<file path="src/hw/aux_scan_regs.svh">
// Purpose: Register offsets, field positions and reset values of the
//          auxiliary converter scan and result buffer.
// Assumes: Byte-wide registers on the control port.
// Notes:   Included by the main design file only.
`ifndef AUX_SCAN_REGS_SVH
`define AUX_SCAN_REGS_SVH

// ---------------------------------------------------------------
// Register offsets
// ---------------------------------------------------------------
`define OFS_RESOLUTION 8'h02
`define OFS_CONV_CFG 8'h03
`define OFS_BUF_CTRL 8'h0D
`define OFS_TRIG_LEVEL 8'h0E
`define OFS_INT_ROUTE 8'h0F
`define OFS_READ_CTRL 8'h12
`define OFS_RESULT_FIRST 8'h36
`define OFS_RESULT_LAST 8'h3B
`define OFS_BUF_WORD_HI 8'hF1
`define OFS_BUF_WORD_LO 8'hF2

// ---------------------------------------------------------------
// Field positions
// ---------------------------------------------------------------
`define CFG_AUTO_BIT 7
`define BUF_EN_BIT 7
`define BUF_CONT_BIT 6
`define RD_I2C_BIT 7
`define RD_SWSEL_BIT 6
`define RD_SWHOLD_BIT 5

// ---------------------------------------------------------------
// Encodings and reset values
// ---------------------------------------------------------------
`define MODE_BATTERY 4'h6
`define MODE_PORTSCAN 4'h7
`define MODE_AUX1 4'h8
`define MODE_AUX2 4'h9
`define MODE_TEMPERATURE_SINGLE 4'hA
`define MODE_TEMPERATURE_DIFFERENTIAL 4'hB
`define INT_DATA_AVA 2'h1
`define TRIG_LEVEL_RESET 6'h20
`define RING_DEPTH 7'h40

`endif

</file>
<file path="src/hw/aux_scan_pkg.sv">
// Purpose: Types shared by the auxiliary scan design files.
// Assumes: Nothing.
// Notes:   Constants live in aux_scan_regs.svh.
package aux_scan_pkg;

    // ---------------------------------------------------------------
    // Converter input selector
    // ---------------------------------------------------------------
    typedef enum logic [2:0] {
        SRC_AUX1 = 3'h0,
        SRC_AUX2 = 3'h1,
        SRC_BAT = 3'h2,
        SRC_TEMPERATURE_SINGLE = 3'h3,
        SRC_TEMPERATURE_DIFFERENTIAL = 3'h4
    } src_t;

    // ---------------------------------------------------------------
    // Conversion sequencer states, Gray along the usual path
    // ---------------------------------------------------------------
    typedef enum logic [1:0] {
        ST_IDLE = 2'b00,
        ST_ISSUE = 2'b01,
        ST_WAIT = 2'b11,
        ST_PAUSE = 2'b10
    } seq_t;

endpackage

</file>
<file path="src/hw/stage_fifo.sv">
// Purpose: Small FIFO between the converter and the result logic.
// Assumes: DEPTH is a power of two.
// Notes:   Read data comes from a register, kept one entry ahead.
`timescale 1ns/1ps
module stage_fifo #(
    parameter int WIDTH = 15,
    parameter int DEPTH = 16
) (
    input wire logic i_clk,
    input wire logic i_resetn,
    input wire logic i_in_valid,
    output logic o_in_ready,
    input wire logic [WIDTH-1:0] i_in_data,
    output logic o_out_valid,
    input wire logic i_out_ready,
    output logic [WIDTH-1:0] o_out_data
);
    localparam int AW = $clog2(DEPTH);

    // Whole state of the FIFO
    typedef struct packed {
        logic [DEPTH-1:0][WIDTH-1:0] mem; // Storage
        logic [AW-1:0] wr;                // Next slot to fill
        logic [AW-1:0] rd;                // Oldest slot
        logic [AW:0] cnt;                 // Entries held
        logic [WIDTH-1:0] dout;           // Copy of oldest entry
    } fifo_t;

    fifo_t s_reg;
    fifo_t s_next;
    logic push;
    logic pop;

    // ---------------------------------------------------------------
    // Next state
    // ---------------------------------------------------------------
    always_comb begin
        s_next = s_reg;
        push = i_in_valid && (s_reg.cnt != (AW+1)'(DEPTH));
        pop = i_out_ready && (s_reg.cnt != '0);
        // Store and advance on a push
        if (push) begin
            s_next.mem[s_reg.wr] = i_in_data;
            s_next.wr = s_reg.wr + AW'(1);
        end
        // Drop the oldest on a pop
        if (pop) begin
            s_next.rd = s_reg.rd + AW'(1);
        end
        // Count follows push and pop
        if (push && !pop) begin
            s_next.cnt = s_reg.cnt + (AW+1)'(1);
        end else if (pop && !push) begin
            s_next.cnt = s_reg.cnt - (AW+1)'(1);
        end
        // Bypass when the new head is being written now
        if (push && (s_next.rd == s_reg.wr)) begin
            s_next.dout = i_in_data;
        end else begin
            s_next.dout = s_reg.mem[s_next.rd];
        end
    end

    // ---------------------------------------------------------------
    // State register
    // ---------------------------------------------------------------
    always_ff @(posedge i_clk or negedge i_resetn) begin
        if (!i_resetn) begin
            s_reg <= '0;
        end else begin
            s_reg <= s_next;
        end
    end

    assign o_in_ready = (s_reg.cnt != (AW+1)'(DEPTH));
    assign o_out_valid = (s_reg.cnt != '0);
    assign o_out_data = s_reg.dout;

endmodule // stage_fifo

</file>
<file path="src/hw/sar_aux_scan.sv">
// Purpose: Digital side of the auxiliary converter: input scan,
//          result registers and the 64-entry result ring.
// Assumes: Converter runs on I_REF_CLK and pulses I_CONV_DONE.
// Notes:   Byte register port; reads answer one cycle later.
`timescale 1ns/1ps
`include "aux_scan_regs.svh"

// Behaviour
// - Battery converts at 8, 10, 12 bits
// - Port scan converts three inputs, updates results
// - Buffer enable stores results in 64-ring
// - Read and write pointers, automatic writes
// - Interrupt when write pointer meets trigger
// - Buffer reset sets pointers and trigger
// - Data-available pin at trigger level
// - Buffer conversions only under host control
// - Single-shot waits, restarts on first read
// - Continuous raises interrupt and keeps converting
// - Continuous clears on next write or read
// - Empty read holds; full write overwrites oldest
// - Full and empty flags in word, control
// - Read control bit 7 picks SPI or I2C
// - Bit 6 picks automatic or software hold
// - Software hold bit stops result updates
// - Read word holds full, empty, result
// - Tag bit and fixed set order
module sar_aux_scan (
    input wire logic I_REF_CLK,
    input wire logic I_RESETN,
    input wire logic I_REG_WE,
    input wire logic I_REG_RE,
    input wire logic [7:0] I_REG_ADDR,
    input wire logic [7:0] I_REG_WDATA,
    output logic [7:0] O_REG_RDATA,
    output logic O_CONV_START,
    output aux_scan_pkg::src_t O_CONV_SRC,
    output logic [1:0] O_CONV_RES,
    input wire logic I_CONV_DONE,
    input wire logic [11:0] I_CONV_DATA,
    output logic O_INTERRUPT_OUT_A,
    output logic O_INTERRUPT_OUT_B
);
    import aux_scan_pkg::*;

    // ---------------------------------------------------------------
    // Whole state of the block
    // ---------------------------------------------------------------
    typedef struct packed {
        logic [7:0] cfg;               // Mode, host/auto, int mode
        logic [1:0] res;               // Resolution select
        logic buf_en;                  // Result ring on
        logic buf_cont;                // Continuous ring mode
        logic [5:0] trig_lvl;          // Trigger level, 0 is 64
        logic route;                   // Int on output b
        logic [2:0] rdctl;             // I2C, soft select, hold
        logic [63:0][12:0] mem;        // Ring: tag and result
        logic [5:0] wr_ptr;            // Next slot to write
        logic [5:0] rd_ptr;            // Next slot to read
        logic [5:0] trig_ptr;          // Interrupt slot
        logic [6:0] count;             // Unread entries
        logic [2:0][11:0] results;     // Aux1, aux2, battery
        logic [7:0] word_lo;           // Low byte held for read
        logic word_open;               // High byte read, low due
        logic int_flag;                // Data available
        seq_t state;                   // Sequencer state
        logic [1:0] idx;               // Place within a set
        logic [6:0] set_cnt;           // Conversions this set
        logic conv_start;              // Start pulse
        src_t conv_src;                // Input being converted
        logic [7:0] rdata;             // Read answer
        logic int_a;                   // Output a
        logic int_b;                   // Output b
    } state_t;

    state_t s;
    state_t n;

    logic [3:0] mode;                  // Input select field
    logic hold;                        // Updates stopped
    logic rd_start;                    // High word byte read
    logic pop;                         // Ring entry consumed
    logic ovr;                         // Write over oldest
    logic wr_ring;                     // Ring write now
    logic drain;                       // Entry leaves stage FIFO
    logic last;                        // Last input of a set
    logic fifo_in_valid;
    logic fifo_in_ready;
    logic [14:0] fifo_in_data;
    logic fifo_out_valid;
    logic [14:0] fifo_out_data;
    logic [12:0] head;                 // Oldest ring entry
    src_t out_src;                     // Input of drained entry
    logic [1:0] rix;                   // Result register index

    // ---------------------------------------------------------------
    // Helpers
    // ---------------------------------------------------------------
    // Modes that start conversions
    function automatic logic mode_ok(input logic [3:0] m);
        return (m >= `MODE_BATTERY) && (m <= `MODE_TEMPERATURE_DIFFERENTIAL);
    endfunction

    // Inputs in one set
    function automatic logic [1:0] set_len(input logic [3:0] m);
        return (m == `MODE_PORTSCAN) ? 2'h3 : 2'h1;
    endfunction

    // Input converted at place i of a set
    function automatic src_t src_of(input logic [3:0] m,
                                    input logic [1:0] i);
        case (m)
            `MODE_PORTSCAN: return src_t'({1'b0, i});
            `MODE_BATTERY: return SRC_BAT;
            `MODE_AUX2: return SRC_AUX2;
            `MODE_TEMPERATURE_SINGLE: return SRC_TEMPERATURE_SINGLE;
            `MODE_TEMPERATURE_DIFFERENTIAL: return SRC_TEMPERATURE_DIFFERENTIAL;
            default: return SRC_AUX1;
        endcase
    endfunction

    // Trigger level as a count, zero meaning 64
    function automatic logic [6:0] lvl(input logic [5:0] t);
        return {(t == 6'h00), t};
    endfunction

    // Right-justify the result at the chosen resolution
    function automatic logic [11:0] scale(input logic [11:0] d,
                                          input logic [1:0] r);
        case (r)
            2'h1: return d >> 2;    // 10 bits
            2'h2: return d >> 4;    // 8 bits
            2'h3: return d >> 4;    // 8 bits
            default: return d;      // 12 bits
        endcase
    endfunction

    // Tag: high for aux1 and temperature, low otherwise
    function automatic logic tag_of(input src_t x);
        return (x == SRC_AUX1) || (x == SRC_TEMPERATURE_SINGLE) ||
               (x == SRC_TEMPERATURE_DIFFERENTIAL);
    endfunction

    // ---------------------------------------------------------------
    // Stage FIFO between converter and results
    // ---------------------------------------------------------------
    stage_fifo #(
        .WIDTH(15),
        .DEPTH(16)
    ) u_stage (
        .i_clk(I_REF_CLK),
        .i_resetn(I_RESETN),
        .i_in_valid(fifo_in_valid),
        .o_in_ready(fifo_in_ready),
        .i_in_data(fifo_in_data),
        .o_out_valid(fifo_out_valid),
        .i_out_ready(!hold),
        .o_out_data(fifo_out_data)
    );

    // ---------------------------------------------------------------
    // Next state
    // ---------------------------------------------------------------
    always_comb begin
        n = s;
        n.conv_start = 1'b0;
        mode = s.cfg[5:2];
        last = ((s.idx + 2'h1) == set_len(mode));
        head = s.mem[s.rd_ptr];
        out_src = src_t'(fifo_out_data[14:12]);
        rix = 2'((I_REG_ADDR - `OFS_RESULT_FIRST) >> 1);
        rd_start = I_REG_RE && (I_REG_ADDR == `OFS_BUF_WORD_HI);
        pop = I_REG_RE && (I_REG_ADDR == `OFS_BUF_WORD_LO) &&
              s.word_open && (s.count != 7'h00);
        // Hold source: software bit or read in flight on SPI
        if (s.rdctl[1]) begin
            hold = s.rdctl[0];
        end else begin
            hold = !s.rdctl[2] && s.word_open;
        end
        drain = fifo_out_valid && !hold;
        wr_ring = drain && s.buf_en;
        fifo_in_valid = (s.state == ST_WAIT) && I_CONV_DONE;
        fifo_in_data = {s.conv_src, scale(I_CONV_DATA, s.res)};

        // Conversion sequencer
        case (s.state)
            ST_IDLE: begin
                n.state = ST_IDLE;
            end
            ST_ISSUE: begin
                // Start only with room for the result
                if (fifo_in_ready) begin
                    n.conv_start = 1'b1;
                    n.conv_src = src_of(mode, s.idx);
                    n.state = ST_WAIT;
                end
            end
            ST_WAIT: begin
                if (I_CONV_DONE) begin
                    n.set_cnt = s.set_cnt + 7'h01;
                    n.idx = last ? 2'h0 : s.idx + 2'h1;
                    if (!s.buf_en) begin
                        n.state = last ? ST_IDLE : ST_ISSUE;
                    end else if (!s.buf_cont &&
                                 n.set_cnt == lvl(s.trig_lvl)) begin
                        n.state = ST_PAUSE;
                    end else begin
                        n.state = ST_ISSUE;
                    end
                end
            end
            ST_PAUSE: begin
                // First read of the set restarts conversions
                if (rd_start && s.count != 7'h00) begin
                    n.state = ST_ISSUE;
                    n.set_cnt = 7'h00;
                    n.trig_ptr = s.trig_ptr + s.trig_lvl;
                end
            end
            default: begin
                n.state = ST_IDLE;
            end
        endcase

        // Register writes
        if (I_REG_WE) begin
            case (I_REG_ADDR)
                `OFS_CONV_CFG: begin
                    n.cfg = I_REG_WDATA;
                    n.idx = 2'h0;
                    n.set_cnt = 7'h00;
                    n.int_flag = 1'b0;
                    // Host-controlled starts only
                    if (mode_ok(I_REG_WDATA[5:2]) &&
                        !I_REG_WDATA[`CFG_AUTO_BIT]) begin
                        n.state = ST_ISSUE;
                    end else begin
                        n.state = ST_IDLE;
                    end
                end
                `OFS_RESOLUTION: begin
                    n.res = I_REG_WDATA[6:5];
                end
                `OFS_BUF_CTRL: begin
                    n.buf_en = I_REG_WDATA[`BUF_EN_BIT];
                    n.buf_cont = I_REG_WDATA[`BUF_CONT_BIT];
                    // Buffer reset
                    n.rd_ptr = 6'h00;
                    n.wr_ptr = 6'h00;
                    n.trig_ptr = s.trig_lvl;
                    n.count = 7'h00;
                    n.int_flag = 1'b0;
                end
                `OFS_TRIG_LEVEL: begin
                    n.trig_lvl = I_REG_WDATA[5:0];
                end
                `OFS_INT_ROUTE: begin
                    n.route = I_REG_WDATA[0];
                end
                `OFS_READ_CTRL: begin
                    n.rdctl = I_REG_WDATA[7:5];
                end
                default: begin
                    n.route = n.route;
                end
            endcase
        end

        // Register reads
        n.rdata = s.rdata;
        if (I_REG_RE) begin
            case (I_REG_ADDR)
                `OFS_CONV_CFG: n.rdata = s.cfg;
                `OFS_RESOLUTION: n.rdata = {1'b0, s.res, 5'h00};
                `OFS_BUF_CTRL: begin
                    // Ring status in the two low bits
                    n.rdata = {s.buf_en, s.buf_cont, 4'h0,
                               s.count == `RING_DEPTH,
                               s.count == 7'h00};
                end
                `OFS_TRIG_LEVEL: n.rdata = {2'h0, s.trig_lvl};
                `OFS_INT_ROUTE: n.rdata = {7'h00, s.route};
                `OFS_READ_CTRL: n.rdata = {s.rdctl, 5'h00};
                `OFS_BUF_WORD_HI: begin
                    // Flags ride with the word
                    n.rdata = {s.count == `RING_DEPTH,
                               s.count <= 7'h01, 1'b0,
                               head[12:8]};
                    n.word_lo = head[7:0];
                    n.word_open = 1'b1;
                    if (s.buf_en) begin
                        n.int_flag = 1'b0;
                    end
                end
                `OFS_BUF_WORD_LO: begin
                    n.rdata = s.word_lo;
                    n.word_open = 1'b0;
                end
                default: begin
                    n.rdata = 8'h00;
                    // Result register pairs
                    if (I_REG_ADDR >= `OFS_RESULT_FIRST &&
                        I_REG_ADDR <= `OFS_RESULT_LAST) begin
                        if (I_REG_ADDR[0]) begin
                            n.rdata = s.results[rix][7:0];
                        end else begin
                            n.rdata = {4'h0, s.results[rix][11:8]};
                            if (!s.buf_en) begin
                                n.int_flag = 1'b0;
                            end
                        end
                    end
                end
            endcase
        end

        // Result registers outside buffer mode
        if (drain && !s.buf_en && out_src <= SRC_BAT) begin
            n.results[out_src[1:0]] = fifo_out_data[11:0];
            if (out_src == src_of(mode, set_len(mode) - 2'h1)) begin
                n.int_flag = 1'b1;
            end
        end

        // Result ring
        ovr = wr_ring && (n.count == `RING_DEPTH) && !pop;
        if (wr_ring) begin
            n.mem[n.wr_ptr] = {tag_of(out_src),
                               fifo_out_data[11:0]};
            n.wr_ptr = n.wr_ptr + 6'h01;
            if (s.buf_cont) begin
                n.int_flag = 1'b0;
            end
        end
        if (pop || ovr) begin
            n.rd_ptr = n.rd_ptr + 6'h01;
        end
        if (wr_ring && !ovr && !pop) begin
            n.count = n.count + 7'h01;
        end else if (pop && !wr_ring) begin
            n.count = n.count - 7'h01;
        end
        // Trigger: set wins over any clear above
        if (wr_ring && (n.wr_ptr == n.trig_ptr)) begin
            n.int_flag = 1'b1;
            if (s.buf_cont) begin
                n.trig_ptr = n.trig_ptr + s.trig_lvl;
            end
        end

        // Interrupt pins, data-available mode only
        n.int_a = n.int_flag && (n.cfg[1:0] == `INT_DATA_AVA) &&
                  !n.route;
        n.int_b = n.int_flag && (n.cfg[1:0] == `INT_DATA_AVA) &&
                  n.route;
    end

    // ---------------------------------------------------------------
    // State register
    // ---------------------------------------------------------------
    always_ff @(posedge I_REF_CLK or negedge I_RESETN) begin
        if (!I_RESETN) begin
            s <= '0;
            s.trig_lvl <= `TRIG_LEVEL_RESET;
            s.trig_ptr <= `TRIG_LEVEL_RESET;
        end else begin
            s <= n;
        end
    end

    // ---------------------------------------------------------------
    // Outputs
    // ---------------------------------------------------------------
    assign O_REG_RDATA = s.rdata;
    assign O_CONV_START = s.conv_start;
    assign O_CONV_SRC = s.conv_src;
    assign O_CONV_RES = s.res;
    assign O_INTERRUPT_OUT_A = s.int_a;
    assign O_INTERRUPT_OUT_B = s.int_b;

endmodule // sar_aux_scan

</file>
<file path="config.mk">
export PLATFORM = sky130hd
export DESIGN_NAME = sar_aux_scan
export DESIGN_NICKNAME = d
export VERILOG_FILES = /design/src/hw/aux_scan_pkg.sv /design/src/hw/stage_fifo.sv /design/src/hw/sar_aux_scan.sv
export VERILOG_INCLUDE_DIRS = /design/src /design/src/hw
export SDC_FILE = /design/constraint.sdc
export NUM_CORES = 2
export LEC_CHECK = 0
export BUFFER_PORTS_ARGS = -buffer_cell sky130_fd_sc_hd__buf_2
export CORE_ASPECT_RATIO = 0.6
export CORE_UTILIZATION = 55
export CTS_CLUSTER_DIAMETER = 50
export DETAILED_ROUTE_END_ITERATION = 6
export GPL_TIMING_DRIVEN = 0
export PLACE_DENSITY = 0.71
export SLEW_MARGIN = 10
export SYNTH_ARGS = -nofsm -noshare
export SYNTH_HDL_FRONTEND = slang
export SYNTH_SLANG_ARGS = --single-unit
</file>
<file path="constraint.sdc">
create_clock -name I_REF_CLK -period 6.4 [get_ports I_REF_CLK]
set_input_delay 0.64 -clock I_REF_CLK [delete_from_list [all_inputs] [get_ports I_REF_CLK]]
set_output_delay 0.64 -clock I_REF_CLK [all_outputs]
set_load 0.05 [all_outputs]
</file>
==> results.yml <==
setup_path:
  end_kind: "flop"
  r2r-start: "s[85]"
  r2r_setup_slack_ns: 1.81
  arrival_ns: 5.18
  path_max_fanout: 10
  worst_path_largest_cell_delay_ns: 0.77
  worstPathRequired_ns: 6.99
  crit_type: "reg -> reg"
  cp_slowest_cell: "buf_1"
  cp-startpoint: "s[85]"
  cp-start-kind: "flop"
  path_cells: "clkbuf_1 > buf_2 > buf_1 > buf_2 > mux4_2 > a22oi_1 > nand2_1 > a22oi_1 > nand2_1 > a21boi_0 > a31oi_1"
layout:
  drive_gt1_share_pct: 34.50
  fin_cells: 5810
  layout_commonest_cell: "dfrtp_1"
  largest_reg_flops: 930
  area.growth.synth_to_final_pct: 10.51
  multi_input_area_um2: 24460
  stdcell_area_um2: 62640
  seq_area_um2: 30480
  n_fill_cell: 7702
  final_cell_mix: "dfrtp_1, mux2_2, nand2_1, o21ai_0, mux4_2"
  fin_util_pct: 61.80
  nets: 4442
cts:
  ctsHtreeMaxLevel: 3
  clk_pin_slew_ns: 0.07
  clockBufferDepth: 3
  clock-sinks: 1218
  cts_resized: 0
  cts_buffers: 112
  tritoncts: "built"
  clock_latency_ns: 0.74
  root_buffer: "clkbuf_16"
die:
  die_height_um: 250.7
  boundaryPins: 49
  fp.coreArea_um2: 101300
  die_w_um: 416.4
  start_util_pct: 55.93
  fp.dieArea_um2: 104400
  rows: 90
detailed_routing:
  wl_um: 174600
  viasPerCell: 6.595
  drc: 1
  ant_nets: 0
  first_pass_iters: 7
  vias: 38316
  drt-initial-drc-count: 4922
  wl_per_cell_um: 30.04
timing:
  min_period_over_period_pct: 71.66
  worst_pin_slew_ns: 1.409
  rsz0062_at_grt: "false"
  period_minus_slack_ns: 4.586
  worst_slack_ns: 1.814
  drv_slew: 0
  setup_viol: 0
  fmax_mhz: 218.0
  setup_tns_ns: 0
  fin_worst_skew_ns: 0.02567
  hold_viol: 0
  slew_headroom_pct: 6.033
synthesis:
  synth_edf_count: 0
  ys_ff_latch: 1218
  synth_nets: 4275
  yosysUniqueCellTypes: 84
  async_reset_ff_share_pct: 100.0
  syn_inst: 4215
  postSynthAreaPerCell_um2: 13.45
  yosys_warnings: 0
  syn_area_um2: 56680
  ys_seq_area_share_pct: 53.78
  synth-main-ff-cell: "dfrtp_1"
placement:
  post-place-ws_ns: 1.864
  io_buffers: 44
  postPlaceCellArea_um2: 58810
  placed_cells: 5601
  gp_congestion: 0.9968
  dp_hpwl_um: 126100
power:
  power_density_nw_per_um2: 321.3
  ir_worst_vdd_mv: 0.2158
  p_leak_nw: 29.09
grt:
  use_met3_pct: 16.88
  grt_max_degree: 158
  top_usage_layer: "met1"
  grtUsageMet1_pct: 53.02
  met2_usage_pct: 41.66
  grt.total_usage_pct: 34.07
  grt_overflow: 0
  grt_pass1_wl_um: 257000
  grt_pass1_vias: 37099
  antenna_found_initial: 2
status:
  status: "finished, violations left"
  violations: "design-rule violations"
run:
  maxCapViolCount: 0
min_path:
  min_from: "I_REG_WDATA[1]"
  worstHoldPathType: "in -> reg"
layer usage:
| layer | up-vias | routed length (um) | share of wire [%] |
|---|---|---|---|
| met2 | 2086 | 66580 | 38 |
| met3 | 254 | 25790 | 15 |
| met4 | 0 | 3717 | 2.1 |
| li1 | 15616 | - | - |
| met5 | - | 0 | 0 |
| met1 | 20360 | 78460 | 45 |
what timing repair did:
action                    in CTS  in global routing
hold buffers                   1                  0
hold endpoints to repair     129                  0
buffers inserted               0                  0
synth_stat cells, drive strengths merged, types with 12 or more instances:
cell / instances / area [um2]
nand2: 439 / 1655
buf: 148 / 809.5
clkbuf: 225 / 845.8
dfrtp: 1216 / 30430
nor2: 130 / 488.0
a221oi: 35 / 324.1
a22oi: 19 / 142.6
mux2: 853 / 9624
nor2b: 14 / 87.58
ha: 24 / 300.3
o211ai: 13 / 102.6
xor2: 12 / 112.6
o21ai: 319 / 1597
inv: 23 / 86.34
mux2i: 99 / 991.0
nand3: 63 / 337.8
mux4: 295 / 6644
xnor2: 33 / 289.0
nor3: 31 / 175.2
a21oi: 82 / 410.4
cell type report:
class                           instances  share of cell area, %
Buffer                                373                  2.655
Inverter                               23                 0.1378
Antenna cell                            3                0.01199
Tap cell                             1334                  2.665
Sequential cell                      1218                  48.66
Clock buffer                          173                  5.437
Timing Repair Buffer                   53                 0.7431
Multi-Input combinational cell       2601                  39.05
Clock inverter                         32                 0.6372
worst paths after layout:
check / endpoint / depth (start not counted)
setup reg to reg: O_REG_RDATA[3] / 11
hold / removal: s[943] / 3
min in group asynchronous: s[105] / 2
setup / recovery: O_REG_RDATA[3] / 11
hold reg to reg: u_stage.s_reg[60] / 2
max in group asynchronous: u_stage.s_reg[52] / 6
cells by family after synthesis:
group,share of synthesized area [%]
muxes,30.45
DFF,53.78
and+or+nand+nor,6.026
AOI/OAI and AO/OA,5.331
buffers and inverters,3.073
xor gates and xnor gates,0.7086
adders and majority gates,0.6357
stage by stage:
step / hold slack, ns / total power [mW]
floorplan: 0.3444 / 11.08
global placement: 0.4563 / 12.89
detailed placement: 0.4653 / 12.99
CTS: 0.1149 / 19.95
global route: 0.1449 / 20.72
finish: 0.1540 / 20.13
report_power, final:
group / switching (mW) / internal, mW
clock: 3.08 / 3.98
sequential: 0.409 / 8.13
combinational: 3.18 / 1.34
worst max-delay path, delay by kind of cell, from the launching register on:
family                 cells  cell delay [ns]
buffers and inverters      4             2.20
AND/OR/NAND/NOR            2             0.41
multiplexers               1             0.46
flip-flops                 1             0.38
AO/OA/AOI/OAI              4             0.99
No activity file was read; power rests on OpenSTA's default activity.
